## src/logic/port_mgmt_pkg.sv

```systemverilog
// Shared constants and carriers for the port management block.
package port_mgmt_pkg;
   // Byte addresses of the host-visible registers.
   localparam logic [7:0] IND_CTRL_ADR = 8'hc8;
   localparam logic [7:0] IND_HI_ADR = 8'hd0;
   localparam logic [7:0] IND_LO_ADR = 8'hd2;
   localparam logic [7:0] BCTL_ADR = 8'he4;
   localparam logic [7:0] BSTS_ADR = 8'he6;
   localparam logic [7:0] ADV_ADR = 8'hec;
   localparam logic [7:0] LPA_ADR = 8'hee;
   localparam logic [7:0] PCTL_ADR = 8'hf6;
   localparam logic [7:0] PSTS_ADR = 8'hf8;
   // Port control fields.
   localparam int C_LEDOFF = 15, C_TXDIS = 14, C_RESTART = 13, C_NOMDIX = 10;
   localparam int C_FMDIX = 9, C_ANEN = 7, C_SPD = 6, C_DPX = 5;
   localparam logic [15:0] PCTL_RST = 16'h00ff;
   localparam logic [15:0] PCTL_WMASK = 16'hc6ff;
   // Port status fields.
   localparam int S_XALG = 15, S_POL = 13, S_SPD = 10, S_DPX = 9, S_MDI = 7;
   localparam int S_AND = 6, S_LNK = 5;
   localparam logic XALG_RST = 1'b1;
   // Alias positions in the standard PHY views.
   localparam int B_LEDOFF = 0, B_TXDIS = 1, B_FMDIX = 4, B_XALG = 5, B_DPX = 8;
   localparam int B_RESTART = 9, B_ANEN = 12, B_SPD = 13;
   localparam int V_AND = 5, V_LNK = 2, V_PAUSE = 10, V_ABIL = 5;
   localparam logic [4:0] V_SELECTOR = 5'h01;
   // Indirect access control fields.
   localparam int IA_RD = 12, IA_SEL = 10;
   localparam logic [1:0] IA_SEL_MIB = 2'h3;
   // Frame length limits in octets.
   localparam logic [10:0] LEN_MIN = 11'd64, LEN_OVR = 11'd1536, LEN_MAX = 11'd2000;
   localparam logic [10:0] LEN_B1 = 11'd127, LEN_B2 = 11'd255, LEN_B3 = 11'd511;
   localparam logic [10:0] LEN_B4 = 11'd1023, LEN_B5 = 11'd1521;
   localparam int ADD_W = 11;
   // Counter offsets.
   localparam int M_RXOCT = 0, M_UNDER = 2, M_FRAG = 3, M_OVER = 4, M_JAB = 5;
   localparam int M_SYM = 6, M_CRC = 7, M_ALIGN = 8, M_CTL = 9, M_PAUSE = 10;
   localparam int M_BC = 11, M_MC = 12, M_UC = 13, M_B64 = 14, M_B127 = 15;
   localparam int M_B255 = 16, M_B511 = 17, M_B1023 = 18, M_B1521 = 19;
   localparam int M_B2000 = 20, M_TXOCT = 21, M_LATE = 22, M_TXPAUSE = 23;
   localparam int M_TXBC = 24, M_TXMC = 25, M_TXUC = 26, M_DEFER = 27;
   localparam int M_COLL = 28, M_EXCESS = 29, M_SINGLE = 30, M_MULTI = 31;

   typedef struct packed {
      logic link;
      logic an_done;
      logic spd100;
      logic full;
      logic mdi;
      logic pol_rev;
      logic [4:0] partner;
   } phy_stat_s;

   typedef struct packed {
      logic [10:0] len;
      logic crc_ok;
      logic whole;
      logic sym_err;
      logic bcast;
      logic mcast;
      logic type8808;
      logic pause_fmt;
   } rx_frame_s;

   typedef struct packed {
      logic [10:0] len;
      logic good;
      logic bcast;
      logic mcast;
      logic pause;
      logic deferred;
      logic late;
      logic excess;
      logic [3:0] coll;
   } tx_frame_s;
endpackage : port_mgmt_pkg

```

## src/logic/port_mgmt.sv

```systemverilog
// Port control, port status, PHY register views and statistics counters.
// Functional notes
// - LED-off bit 15 drives all four port LEDs high; else normal.
// - Bit 14 disables the port transmitter.
// - Writing one to bit 13 restarts auto-negotiation.
// - Bits 10 and 9 together force crossed mode.
// - Bit 7 enables auto-negotiation; off means bits 6 and 5 decide.
// - Bit 6 forces 100 Mbps, zero forces 10 Mbps, without negotiation.
// - Bit 5 forces full duplex when negotiation is off or fails.
// - Bits 4 to 0 choose the advertised abilities.
// - Control bits other than bit 10 alias the PHY control and advertisement views.
// - Writable status bit 15 picks the crossover algorithm, resets to one.
// - Status bits 10 and 9 show resolved speed and duplex.
// - Status bits 6 and 5 show negotiation done and link good.
// - Status bits 4 to 0 show partner abilities.
// - Thirty-two 32-bit counters clear when read.
// - Counters are read indirectly at offsets 0x00 to 0x1F.
// - Offset 0x0 counts received octets, 0x15 good transmitted octets.
// - Offsets 0x2 to 0x5 count undersize, fragment, oversize, jabber.
// - Bad CRC frames of 64 to 2000 octets split by whole bytes.
// - Offset 0x9 counts control frames, 0xA qualified pause frames.
// - Offsets 0xB to 0xD count good broadcast, multicast, unicast.
// - Offsets 0xE to 0x14 bin received frames by length.
// - Offset 0x16 counts late collisions, 0x17 sent pause frames.
// - Offsets 0x18 to 0x1F count transmit and collision events.
`timescale 1ns/10ps
module port_mgmt #(
   parameter int NCNT = 32,
   parameter int CW = 32
) (
   input wire logic CORE_CLK,
   input wire logic RSTN,
   input wire logic [7:0] REG_ADDR,
   input wire logic REG_WR,
   input wire logic REG_RD,
   input wire logic [15:0] REG_WDATA,
   output logic [15:0] REG_RDATA,
   input wire port_mgmt_pkg::phy_stat_s PHY_STAT,
   input wire logic [3:0] LED_IND,
   input wire logic RX_DONE,
   input wire port_mgmt_pkg::rx_frame_s RX_FRAME,
   input wire logic TX_DONE,
   input wire port_mgmt_pkg::tx_frame_s TX_FRAME,
   output logic [3:0] PORT_LED_OUT,
   output logic TX_DISABLE,
   output logic AN_ENABLE,
   output logic AN_RESTART,
   output logic FORCE_100,
   output logic FORCE_FULL,
   output logic [4:0] ADV_ABIL,
   output logic AUTO_MDIX_OFF,
   output logic FORCE_MDIX,
   output logic XOVER_ALG
);
   logic [15:0] ctrl_reg;
   logic xalg_reg;
   logic restart_reg;
   logic [15:0] pstat;
   logic [15:0] bctl_view;
   logic [15:0] bsts_view;
   logic [15:0] adv_view;
   logic [15:0] lpa_view;
   logic [15:0] rdata_next;
   logic wr_pctl;
   logic wr_bctl;
   logic wr_adv;
   logic cnt_rd;
   logic [$clog2(NCNT)-1:0] cnt_idx;
   logic [CW-1:0] cnt_data;
   logic [NCNT-1:0][port_mgmt_pkg::ADD_W-1:0] cnt_add;

   ////////////////////////////////////////////////////////////////////////////
   // Register writes.

   assign wr_pctl = REG_WR && REG_ADDR == port_mgmt_pkg::PCTL_ADR;
   assign wr_bctl = REG_WR && REG_ADDR == port_mgmt_pkg::BCTL_ADR;
   assign wr_adv = REG_WR && REG_ADDR == port_mgmt_pkg::ADV_ADR;

   // Both PHY views write straight into the port control bits they share.
   always_ff @(posedge CORE_CLK or negedge RSTN) begin
      if (!RSTN) begin
         ctrl_reg <= port_mgmt_pkg::PCTL_RST;
      end else if (wr_pctl) begin
         ctrl_reg <= REG_WDATA & port_mgmt_pkg::PCTL_WMASK;
      end else if (wr_bctl) begin
         ctrl_reg[port_mgmt_pkg::C_LEDOFF] <= REG_WDATA[port_mgmt_pkg::B_LEDOFF];
         ctrl_reg[port_mgmt_pkg::C_TXDIS] <= REG_WDATA[port_mgmt_pkg::B_TXDIS];
         ctrl_reg[port_mgmt_pkg::C_FMDIX] <= REG_WDATA[port_mgmt_pkg::B_FMDIX];
         ctrl_reg[port_mgmt_pkg::C_ANEN] <= REG_WDATA[port_mgmt_pkg::B_ANEN];
         ctrl_reg[port_mgmt_pkg::C_SPD] <= REG_WDATA[port_mgmt_pkg::B_SPD];
         ctrl_reg[port_mgmt_pkg::C_DPX] <= REG_WDATA[port_mgmt_pkg::B_DPX];
      end else if (wr_adv) begin
         ctrl_reg[4] <= REG_WDATA[port_mgmt_pkg::V_PAUSE];
         ctrl_reg[3:0] <= REG_WDATA[port_mgmt_pkg::V_ABIL +: 4];
      end
   end

   always_ff @(posedge CORE_CLK or negedge RSTN) begin
      if (!RSTN) begin
         xalg_reg <= port_mgmt_pkg::XALG_RST;
      end else if (REG_WR && REG_ADDR == port_mgmt_pkg::PSTS_ADR) begin
         xalg_reg <= REG_WDATA[port_mgmt_pkg::S_XALG];
      end else if (wr_bctl) begin
         xalg_reg <= REG_WDATA[port_mgmt_pkg::B_XALG];
      end
   end

   // Restart is a one-shot: it is never stored, so it always reads as zero.
   always_ff @(posedge CORE_CLK or negedge RSTN) begin
      if (!RSTN) begin
         restart_reg <= 1'b0;
      end else begin
         restart_reg <= (wr_pctl && REG_WDATA[port_mgmt_pkg::C_RESTART])
            || (wr_bctl && REG_WDATA[port_mgmt_pkg::B_RESTART]);
      end
   end

   ////////////////////////////////////////////////////////////////////////////
   // Line-side outputs.

   always_ff @(posedge CORE_CLK or negedge RSTN) begin
      if (!RSTN) begin
         PORT_LED_OUT <= 4'hf;
      end else begin
         PORT_LED_OUT <= ctrl_reg[port_mgmt_pkg::C_LEDOFF] ? 4'hf : LED_IND;
      end
   end

   always_ff @(posedge CORE_CLK or negedge RSTN) begin
      if (!RSTN) begin
         TX_DISABLE <= 1'b0;
         AN_ENABLE <= 1'b1;
         AN_RESTART <= 1'b0;
         FORCE_100 <= 1'b1;
         FORCE_FULL <= 1'b1;
         ADV_ABIL <= 5'h1f;
         AUTO_MDIX_OFF <= 1'b0;
         FORCE_MDIX <= 1'b0;
         XOVER_ALG <= port_mgmt_pkg::XALG_RST;
      end else begin
         TX_DISABLE <= ctrl_reg[port_mgmt_pkg::C_TXDIS];
         AN_ENABLE <= ctrl_reg[port_mgmt_pkg::C_ANEN];
         AN_RESTART <= restart_reg;
         FORCE_100 <= ctrl_reg[port_mgmt_pkg::C_SPD];
         FORCE_FULL <= ctrl_reg[port_mgmt_pkg::C_DPX];
         ADV_ABIL <= ctrl_reg[4:0];
         AUTO_MDIX_OFF <= ctrl_reg[port_mgmt_pkg::C_NOMDIX];
         FORCE_MDIX <= ctrl_reg[port_mgmt_pkg::C_NOMDIX]
            && ctrl_reg[port_mgmt_pkg::C_FMDIX];
         XOVER_ALG <= xalg_reg;
      end
   end

   ////////////////////////////////////////////////////////////////////////////
   // Register views and reads.

   always_comb begin
      pstat = '0;
      pstat[port_mgmt_pkg::S_XALG] = xalg_reg;
      pstat[port_mgmt_pkg::S_POL] = PHY_STAT.pol_rev;
      pstat[port_mgmt_pkg::S_SPD] = PHY_STAT.spd100;
      pstat[port_mgmt_pkg::S_DPX] = PHY_STAT.full;
      pstat[port_mgmt_pkg::S_MDI] = PHY_STAT.mdi;
      pstat[port_mgmt_pkg::S_AND] = PHY_STAT.an_done;
      pstat[port_mgmt_pkg::S_LNK] = PHY_STAT.link;
      pstat[4:0] = PHY_STAT.partner;
   end

   always_comb begin
      bctl_view = '0;
      bctl_view[port_mgmt_pkg::B_LEDOFF] = ctrl_reg[port_mgmt_pkg::C_LEDOFF];
      bctl_view[port_mgmt_pkg::B_TXDIS] = ctrl_reg[port_mgmt_pkg::C_TXDIS];
      bctl_view[port_mgmt_pkg::B_FMDIX] = ctrl_reg[port_mgmt_pkg::C_FMDIX];
      bctl_view[port_mgmt_pkg::B_XALG] = xalg_reg;
      bctl_view[port_mgmt_pkg::B_DPX] = ctrl_reg[port_mgmt_pkg::C_DPX];
      bctl_view[port_mgmt_pkg::B_ANEN] = ctrl_reg[port_mgmt_pkg::C_ANEN];
      bctl_view[port_mgmt_pkg::B_SPD] = ctrl_reg[port_mgmt_pkg::C_SPD];
      bsts_view = '0;
      bsts_view[port_mgmt_pkg::V_AND] = PHY_STAT.an_done;
      bsts_view[port_mgmt_pkg::V_LNK] = PHY_STAT.link;
      adv_view = '0;
      adv_view[port_mgmt_pkg::V_PAUSE] = ctrl_reg[4];
      adv_view[port_mgmt_pkg::V_ABIL +: 4] = ctrl_reg[3:0];
      adv_view[4:0] = port_mgmt_pkg::V_SELECTOR;
      lpa_view = '0;
      lpa_view[port_mgmt_pkg::V_PAUSE] = PHY_STAT.partner[4];
      lpa_view[port_mgmt_pkg::V_ABIL +: 4] = PHY_STAT.partner[3:0];
      lpa_view[4:0] = port_mgmt_pkg::V_SELECTOR;
   end

   always_comb begin
      unique case (REG_ADDR)
         port_mgmt_pkg::PCTL_ADR: rdata_next = ctrl_reg;
         port_mgmt_pkg::PSTS_ADR: rdata_next = pstat;
         port_mgmt_pkg::BCTL_ADR: rdata_next = bctl_view;
         port_mgmt_pkg::BSTS_ADR: rdata_next = bsts_view;
         port_mgmt_pkg::ADV_ADR: rdata_next = adv_view;
         port_mgmt_pkg::LPA_ADR: rdata_next = lpa_view;
         port_mgmt_pkg::IND_HI_ADR: rdata_next = cnt_data[31:16];
         port_mgmt_pkg::IND_LO_ADR: rdata_next = cnt_data[15:0];
         default: rdata_next = 16'h0000;
      endcase
   end

   always_ff @(posedge CORE_CLK or negedge RSTN) begin
      if (!RSTN) begin
         REG_RDATA <= 16'h0000;
      end else if (REG_RD) begin
         REG_RDATA <= rdata_next;
      end
   end

   ////////////////////////////////////////////////////////////////////////////
   // Statistics counters.

   assign cnt_rd = REG_WR && REG_ADDR == port_mgmt_pkg::IND_CTRL_ADR
      && REG_WDATA[port_mgmt_pkg::IA_RD]
      && REG_WDATA[port_mgmt_pkg::IA_SEL +: 2] == port_mgmt_pkg::IA_SEL_MIB;
   assign cnt_idx = REG_WDATA[$clog2(NCNT)-1:0];

   frame_event_map #(.N(NCNT)) u_map (
      .rx_v(RX_DONE),
      .rx(RX_FRAME),
      .tx_v(TX_DONE),
      .tx(TX_FRAME),
      .half_dpx(!PHY_STAT.full),
      .add(cnt_add)
   );

   stat_counter_bank #(.N(NCNT), .W(CW)) u_bank (
      .clk(CORE_CLK),
      .rstn(RSTN),
      .add(cnt_add),
      .rd_req(cnt_rd),
      .rd_idx(cnt_idx),
      .rd_data(cnt_data)
   );

   ////////////////////////////////////////////////////////////////////////////
   // Checks.

   AST_LED_OFF: assert property (@(posedge CORE_CLK) disable iff (!RSTN)
      wr_pctl && REG_WDATA[15] |=> ##1 PORT_LED_OUT == 4'hf)
      else $error("LEDs not forced high");
   AST_TX_DIS: assert property (@(posedge CORE_CLK) disable iff (!RSTN)
      wr_pctl |=> ##1 TX_DISABLE == $past(REG_WDATA[14], 2))
      else $error("transmitter disable not applied");
   AST_RESTART: assert property (@(posedge CORE_CLK) disable iff (!RSTN)
      wr_pctl && REG_WDATA[13] |=> ##1 AN_RESTART ##1 !AN_RESTART)
      else $error("restart pulse wrong");
   AST_MDIX: assert property (@(posedge CORE_CLK) disable iff (!RSTN)
      FORCE_MDIX |-> $past(ctrl_reg[10]) && $past(ctrl_reg[9]))
      else $error("crossed mode forced without both bits");
   AST_ALIAS: assert property (@(posedge CORE_CLK) disable iff (!RSTN)
      wr_bctl |=> ctrl_reg[7] == $past(REG_WDATA[12]) && ctrl_reg[6] == $past(REG_WDATA[13]))
      else $error("PHY control view write not seen in port control");
   AST_SPEED: assert property (@(posedge CORE_CLK) disable iff (!RSTN)
      REG_RD && REG_ADDR == 8'hf8 |=> REG_RDATA[10] == $past(PHY_STAT.spd100))
      else $error("status speed bit wrong");
   AST_LINK: assert property (@(posedge CORE_CLK) disable iff (!RSTN)
      REG_RD && REG_ADDR == 8'he6 |=> REG_RDATA[2] == $past(PHY_STAT.link))
      else $error("basic status link bit wrong");
   AST_UNMAPPED: assert property (@(posedge CORE_CLK) disable iff (!RSTN)
      REG_RD && REG_ADDR == 8'h00 |=> REG_RDATA == 16'h0000)
      else $error("unmapped read not zero");
   AST_ADV: assert property (@(posedge CORE_CLK) disable iff (!RSTN)
      wr_pctl |=> ##1 ADV_ABIL == $past(REG_WDATA[4:0], 2))
      else $error("advertised abilities not applied");
endmodule : port_mgmt

```

## src/logic/frame_event_map.sv

```systemverilog
// Maps one finished frame onto the amounts added to each statistics counter.
`timescale 1ns/10ps
module frame_event_map #(
   parameter int N = 32
) (
   input wire logic rx_v,
   input wire port_mgmt_pkg::rx_frame_s rx,
   input wire logic tx_v,
   input wire port_mgmt_pkg::tx_frame_s tx,
   input wire logic half_dpx,
   output logic [N-1:0][port_mgmt_pkg::ADD_W-1:0] add
);
   logic rx_good;
   logic [10:0] l;

   assign l = rx.len;
   assign rx_good = rx.crc_ok && !rx.sym_err && l >= port_mgmt_pkg::LEN_MIN
      && l <= port_mgmt_pkg::LEN_MAX;

   always_comb begin
      add = '0;
      if (rx_v) begin
         add[port_mgmt_pkg::M_RXOCT] = l;
         add[port_mgmt_pkg::M_UNDER] = 11'(l < port_mgmt_pkg::LEN_MIN && rx.crc_ok);
         add[port_mgmt_pkg::M_FRAG] = 11'(l < port_mgmt_pkg::LEN_MIN && !rx.crc_ok);
         add[port_mgmt_pkg::M_OVER] = 11'(l > port_mgmt_pkg::LEN_OVR && rx.crc_ok);
         add[port_mgmt_pkg::M_JAB] = 11'(l > port_mgmt_pkg::LEN_OVR
            && (!rx.crc_ok || rx.sym_err));
         add[port_mgmt_pkg::M_SYM] = 11'(rx.sym_err && l >= port_mgmt_pkg::LEN_MIN
            && l <= port_mgmt_pkg::LEN_OVR);
         add[port_mgmt_pkg::M_CRC] = 11'(!rx.crc_ok && rx.whole
            && l >= port_mgmt_pkg::LEN_MIN && l <= port_mgmt_pkg::LEN_MAX);
         add[port_mgmt_pkg::M_ALIGN] = 11'(!rx.crc_ok && !rx.whole
            && l >= port_mgmt_pkg::LEN_MIN && l <= port_mgmt_pkg::LEN_MAX);
         add[port_mgmt_pkg::M_CTL] = 11'(rx.type8808);
         add[port_mgmt_pkg::M_PAUSE] = 11'(rx.type8808 && rx.pause_fmt && rx.crc_ok
            && l >= port_mgmt_pkg::LEN_MIN);
         add[port_mgmt_pkg::M_BC] = 11'(rx_good && rx.bcast);
         add[port_mgmt_pkg::M_MC] = 11'(rx_good && rx.mcast && !rx.bcast && !rx.type8808);
         add[port_mgmt_pkg::M_UC] = 11'(rx_good && !rx.mcast && !rx.bcast);
         add[port_mgmt_pkg::M_B64] = 11'(l == port_mgmt_pkg::LEN_MIN);
         add[port_mgmt_pkg::M_B127] = 11'(l > port_mgmt_pkg::LEN_MIN && l <= port_mgmt_pkg::LEN_B1);
         add[port_mgmt_pkg::M_B255] = 11'(l > port_mgmt_pkg::LEN_B1 && l <= port_mgmt_pkg::LEN_B2);
         add[port_mgmt_pkg::M_B511] = 11'(l > port_mgmt_pkg::LEN_B2 && l <= port_mgmt_pkg::LEN_B3);
         add[port_mgmt_pkg::M_B1023] = 11'(l > port_mgmt_pkg::LEN_B3 && l <= port_mgmt_pkg::LEN_B4);
         add[port_mgmt_pkg::M_B1521] = 11'(l > port_mgmt_pkg::LEN_B4 && l <= port_mgmt_pkg::LEN_B5);
         add[port_mgmt_pkg::M_B2000] = 11'(l > port_mgmt_pkg::LEN_B5
            && l <= port_mgmt_pkg::LEN_MAX);
      end
      if (tx_v) begin
         add[port_mgmt_pkg::M_TXOCT] = tx.good ? tx.len : 11'h000;
         add[port_mgmt_pkg::M_LATE] = 11'(tx.late);
         add[port_mgmt_pkg::M_TXPAUSE] = 11'(tx.pause);
         add[port_mgmt_pkg::M_TXBC] = 11'(tx.good && tx.bcast);
         add[port_mgmt_pkg::M_TXMC] = 11'(tx.good && tx.mcast && !tx.bcast);
         add[port_mgmt_pkg::M_TXUC] = 11'(tx.good && !tx.mcast && !tx.bcast);
         add[port_mgmt_pkg::M_DEFER] = 11'(tx.deferred);
         add[port_mgmt_pkg::M_COLL] = half_dpx ? 11'(tx.coll) : 11'h000;
         add[port_mgmt_pkg::M_EXCESS] = 11'(tx.excess);
         add[port_mgmt_pkg::M_SINGLE] = 11'(tx.good && tx.coll == 4'h1);
         add[port_mgmt_pkg::M_MULTI] = 11'(tx.good && tx.coll > 4'h1);
      end
   end
endmodule : frame_event_map

```

## src/logic/stat_counter_bank.sv

```systemverilog
// Bank of read-clear statistics counters with one read port.
`timescale 1ns/10ps
module stat_counter_bank #(
   parameter int N = 32,
   parameter int W = 32
) (
   input wire logic clk,
   input wire logic rstn,
   input wire logic [N-1:0][port_mgmt_pkg::ADD_W-1:0] add,
   input wire logic rd_req,
   input wire logic [$clog2(N)-1:0] rd_idx,
   output logic [W-1:0] rd_data
);
   logic [W-1:0] cnt [N];

   // A counter read in the same cycle as an event restarts at that event.
   for (genvar i = 0; i < N; i++) begin : g_cnt
      always_ff @(posedge clk or negedge rstn) begin
         if (!rstn) begin
            cnt[i] <= '0;
         end else if (rd_req && rd_idx == i) begin
            cnt[i] <= W'(add[i]);
         end else begin
            cnt[i] <= cnt[i] + W'(add[i]);
         end
      end
   end

   always_ff @(posedge clk or negedge rstn) begin
      if (!rstn) begin
         rd_data <= '0;
      end else if (rd_req) begin
         rd_data <= cnt[rd_idx];
      end
   end

   AST_RD_SELECT: assert property (@(posedge clk) disable iff (!rstn)
      rd_req |=> rd_data == $past(cnt[rd_idx]))
      else $error("counter read returned the wrong entry");
   AST_RD_CLEAR: assert property (@(posedge clk) disable iff (!rstn)
      rd_req |=> cnt[$past(rd_idx)] == W'($past(add[rd_idx])))
      else $error("counter not cleared by its read");
endmodule : stat_counter_bank

```

## config.mk

```make
export PLATFORM = sky130hd
export DESIGN_NAME = port_mgmt
export DESIGN_NICKNAME = d
export VERILOG_FILES = /design/src/logic/port_mgmt_pkg.sv /design/src/logic/port_mgmt.sv /design/src/logic/frame_event_map.sv /design/src/logic/stat_counter_bank.sv
export SDC_FILE = /design/constraint.sdc
export NUM_CORES = 2
export LEC_CHECK = 0
export BUFFER_PORTS_ARGS = -buffer_cell sky130_fd_sc_hd__buf_2
export CAP_MARGIN = 15
export CORE_MARGIN = 2
export CORE_UTILIZATION = 55
export DETAILED_ROUTE_END_ITERATION = 7
export PLACE_DENSITY = 0.76
export SYNTH_ARGS = -nofsm -noshare
export SYNTH_HDL_FRONTEND = slang
export SYNTH_HIERARCHICAL = 1
export SYNTH_SLANG_ARGS = --single-unit
```

## constraint.sdc

```tcl
create_clock -name CORE_CLK -period 2.9 [get_ports CORE_CLK]
set_input_delay 0.58 -clock CORE_CLK [delete_from_list [all_inputs] [get_ports CORE_CLK]]
set_output_delay 0.58 -clock CORE_CLK [all_outputs]
set_load 0.03 [all_outputs]
```

; Yosys cells after proc, flatten, opt, wreduce, memory -nomap -nowiden
; Cells that the tools add are included.
[op_classes]
n_addsub = 31
mul = 0
div = 0
magnitude_cmp = 18
n_eq_ne = 43
n_shift = 0
n_mux = 51
bitwise = 1
n_reduce_logical = 93
[ops]
columns = cell, n
row1 = $mux W32, 33
row2 = $add A32 B11 Y32, 29
row3 = $mux W199, 1
row4 = $bmux W32 S5, 1
row5 = $pmux W16 S8, 1
row6 = $mux W111, 1
row7 = $eq A5 B5 Y1 const B, 16
row8 = $logic_and A1 B1 Y1, 78
row9 = $eq A8 B8 Y1 const B, 9
row10 = $add A32 B1 Y32, 2
row11 = $eq A5 B4 Y1 const B, 8
row12 = $le A11 B11 Y1 const B, 3
row13 = $gt A11 B11 Y1 const B, 2
row14 = $gt A11 B7 Y1 const B, 2
row15 = $mux W11, 2
row16 = $eq A5 B3 Y1 const B, 4
row17 = $eq A11 B7 Y1 const B, 1
row18 = $ge A11 B7 Y1 const B, 1
row19 = $gt A11 B10 Y1 const B, 1
row20 = $gt A11 B8 Y1 const B, 1
row21 = $gt A11 B9 Y1 const B, 1
row22 = $le A11 B10 Y1 const B, 1
row23 = $le A11 B7 Y1 const B, 1
row24 = $le A11 B8 Y1 const B, 1
row25 = 20 further kinds, 37
[totals]
ff_bits = 1071
latch_bits = 0
ram_bits = 0
mem_bits_ro = 0
inputBits = 85
output_inout_bits = 33
word_cells = 285
mem_count = 0

; Logic depth before layout (Yosys ltp)
[logic_depth]
ltp_word = 10
depth_mapped = 14
mapped_depth_nobuf = 13

; Modules after synthesis
; The synthesis kept the hierarchy.
[by_module_without_submodules]
columns = mod, n_inst, cells_per_inst, area_each_um2, seq_area_each_um2
row1 = stat_counter_bank, 1, 7162, 69790.7, 26425.3
row2 = frame_event_map, 1, 386, 2800.2, 0.0
row3 = port_mgmt, 1, 229, 2496.1, 1203.7

; Least setup slack after synthesis
; Ideal clock, no wire load.
[synth_timing]
path_kind = input-to-reg
from = in RX_FRAME[15] (netlist bit)
to = reg u_bank/cnt[662] (netlist bit)
setup_time_ps = 132
arrival_ps = 3770
t_required_ps = 2768
setup_slack_ps = -1002
path_stages = 14
n_path_buf = 1
path_cell_list = or3_4 > or3_4 > o211ai_4 > nor4_2 > ha_1 > fa_1 > a211oi_1 > o21ai_0 > a2111oi_0 > o31a_1 > clkbuf_1 > nor3_1 > xnor2_1 > nor2_1
[synth_rtl]
columns = element, line
row1 = from (decl), port_mgmt.sv:41  ; input wire port_mgmt_pkg::rx_frame_s RX_FRAME,
row2 = "to (signal, indexed assignment)", stat_counter_bank.sv:22  ; cnt[i] <= W'(add[i]);
row3 = "to (signal, indexed assignment)", stat_counter_bank.sv:24  ; cnt[i] <= cnt[i] + W'(add[i]);
row4 = to (decl), stat_counter_bank.sv:14  ; logic [W-1:0] cnt [N];

==> results.toml <==
[grt]
grt_pass1_vias = 60800
grt.overflow.total = 0
gr-usage-met2 = 0.480
grt_usage = 0.314
grt_first_pass_wirelength_um = 345000
busiest_layer = "met2"
antenna_found_initial = 21
grtUsageMet1 = 0.431
grtUsageMet3 = 0.0720
grt_max_degree = 94

[placement]
place_area_mm2 = 0.0816
port_buffers = 117
placedCellCount = 9895
routabilityCongestion = 1.00
dpl.hpwl_um = 168000

[synthesis]
synth_cell_type_count = 105
synth_edf_count = 0
synth_cells = 7777
syn_area_per_cell_um2 = 9.66
yosysWarnings = 6
ys.flop_type = "dfrtp_1"
ys_seq_area_frac = 0.368
synth_area_mm2 = 0.0751
async_flop_share = 1.00
yosys_register_bits = 1103

[detailed_routing]
drtAntennaViolNets = 0
drc_errors = 0
wl_per_cell_um = 22.0
num_vias = 63300
drt_iter0_drc = 6304
routed_wl_um = 224000
vias_per_cell = 6.21
drtPass1Iterations = 5

[pwr]
ir_worst_vdd_mv = 0.683
leakage_nw = 38.9
powerDensity_mw_per_mm2 = 866

[critical_path]
critical-path-max-stage-delay_ns = 0.38
cpMostUsedCell = "or3_4"
crit_path_cell_trace = "buf_6, or3_4, or3_4, o211ai_4, nor4_4, buf_4, ha_4, fa_2, a211oi_4, o21ai_2, a2111oi_4, o31a_1, buf_12, nor3_1, xnor2_1, nor2_1"
worstPathRequired_ns = 3.52
end_kind = "register"
cp_slowest_cell = "or3_4"
cp-start-kind = "input pin"
cp_max_fo = 10
criticalPathCategory = "input pin to register"
worstPathArrival_ns = 3.76

[flow_run]
drv_cap = 0

[sta]
max_freq_mhz = 319
min_period_ns = 3.13
rsz0062_at_grt = "yes"
setup_viol = 110
slew_violations = 0
skew_ns = 0.0280
post-route-period-util = 1.08
slew_headroom = 0.0392
worstMarginPinSlew_ns = 1.43
worst_slack_ns = -0.234
hold_viol = 0

[floorplanning]
start_util = 0.554
ios = 118
rows = 135
die_h_um = 373
die-area_mm2 = 0.139
die_x_um = 373
core_mm2 = 0.135

[clock_network]
path_clk_slew_ns = 0.06
clock_path_buffers = 3
clkLatencyLatePin_ns = 0.76
htree_levels = 3
cts-buffers-inserted = 120
clock_sinks = 1103
cts-root-buf = "clkbuf_16"
cts_tree = "yes"

[layout]
largest_reg_flops = 1024
reg.largest.list = "u_bank/cnt x1024, u_bank/rd_data x32, REG_RDATA x16"
finalNetCount = 8774
area_growth_pct = 16.7
top_register = "u_bank/cnt"
drive_above_1_share = 0.208
instances_no_fill = 10200
design_area_mm2 = 0.0876

[hold_path]
min_path_type = "input pin to register"

[run_status]
status = "finished, violations left"
violations = "negative setup slack"
## final cells by class
class,instances,area (um^2)
clock buffer,179,3540
clock inverter,46,532
timing repair buffer,740,6620
tap,1781,2230
sequential,1103,27600
inverter,140,526
fill,10300,47900
multi-input combinational,6200,46500
antenna,4,10.0
## what timing repair did
item | 4_1_cts | 5_1_grt
endpoints found under the hold margin | 36 | 0
hold buffers | 5 | 0
pin swaps | 49 | 154
resized for setup | 70 | 225
cloned | 3 | 6
setup endpoints to repair | 106 | 232
setup buffers | 22 | 42
## final timing paths
check,from,endpoint,slack [ns],depth (start not counted)
max in group asynchronous,RSTN,u_bank/cnt[42]$_DFF_PN0_,1.42,3
hold reg to reg,restart_reg$_DFF_PN0_,AN_RESTART$_DFF_PN0_,0.36,0
setup reg to reg,u_bank/cnt[928]$_DFF_PN0_,u_bank/cnt[948]$_DFF_PN0_,0.10,11
hold / removal,REG_WDATA[10],ctrl_reg[10]$_DFFE_PN0P_,0.14,2
min in group asynchronous,RSTN,u_bank/cnt[865]$_DFF_PN0_,0.41,2
setup / recovery,RX_FRAME[15],u_bank/cnt[662]$_DFF_PN0_,-0.23,16
## critical path: cells and delay by family
family          cells  cell delay, ns
compound gates      5            1.09
simple gates        5            0.93
fa+ha+maj           2            0.54
buf+inv             3            0.42
xor+xnor            1            0.17
## per-layer routing
layer / vias up / part of all wire
met4: 12 / 0.048
met5: - / 0.00042
met3: 528 / 0.10
met1: 31200 / 0.40
li1: 28700 / -
met2: 2849 / 0.44
## cell usage in the layout (no fill, tap or decap), types with 35 or more instances in the layout
master     instances
nor2_1           749
o21bai_1          49
and4_1            53
mux2_2            44
buf_12            93
nor3_1           109
o21a_1            38
xnor2_1          333
a21o_1           130
o211ai_1          35
a21oi_1          409
buf_2            110
mux2i_1           92
nand4_1          180
xor2_1           380
o21ai_1           38
nand3_1          203
and3_1           190
dfrtp_1         1081
mux4_2           320
and2_1            50
nor2b_1           40
clkbuf_16        122
o31ai_1           38
o21ai_0          384
ha_1             336
or3_1             93
a21oi_2           54
a211oi_1          54
buf_4            495
conb_1           298
nand2_1          699
inv_1            140
nand2b_1          93
## cells by family after synthesis
logic type,after synthesis,synth area share
and+or+nand+nor,2807,0.185
AOI/OAI and AO/OA,1528,0.126
DFF,1103,0.368
buffers and inverters,774,0.0544
xor gates and xnor gates,721,0.0841
muxes,459,0.115
adders and majority gates,384,0.0672
other,1,0.0000499
## power by group
group	total [mW]	leakage (nW)	internal (mW)	switching, mW
clock	16.0	2.00	9.28	6.70
combinational	36.1	22.8	16.2	19.8
sequential	23.8	14.1	19.6	4.16
total	75.8	38.9	45.1	30.7
## cells in the mapped netlist (180+ instances only)
master | number | share of area
ha_1 | 352 | 0.059
xor2_1 | 382 | 0.045
nor2_1 | 777 | 0.039
nand3_1 | 226 | 0.015
dfrtp_1 | 1081 | 0.36
clkbuf_1 | 251 | 0.013
a21oi_1 | 470 | 0.031
and3_1 | 192 | 0.016
nand4_1 | 180 | 0.015
xnor2_1 | 339 | 0.040
o21ai_0 | 430 | 0.029
nand2_1 | 712 | 0.036
buf_4 | 298 | 0.030
mux4_2 | 320 | 0.096
## through the flow
stage / setup TNS [ns] / hold WS, ns / setup WS, ns / utilization / power, mW
floorplan: -56.12 / 0.284 / -0.615 / - / 46.4
global placement: -319.35 / 0.334 / -1.04 / 0.603 / 55.2
detailed placement: -355.55 / 0.346 / -1.11 / 0.603 / 56.6
CTS: -2.79 / 0.0983 / -0.150 / 0.637 / 73.3
global route: -23.81 / 0.127 / -0.309 / 0.647 / 80.2
finish: -10.73 / 0.137 / -0.234 / 0.647 / 75.8
(Power assumes the default switching activity.)
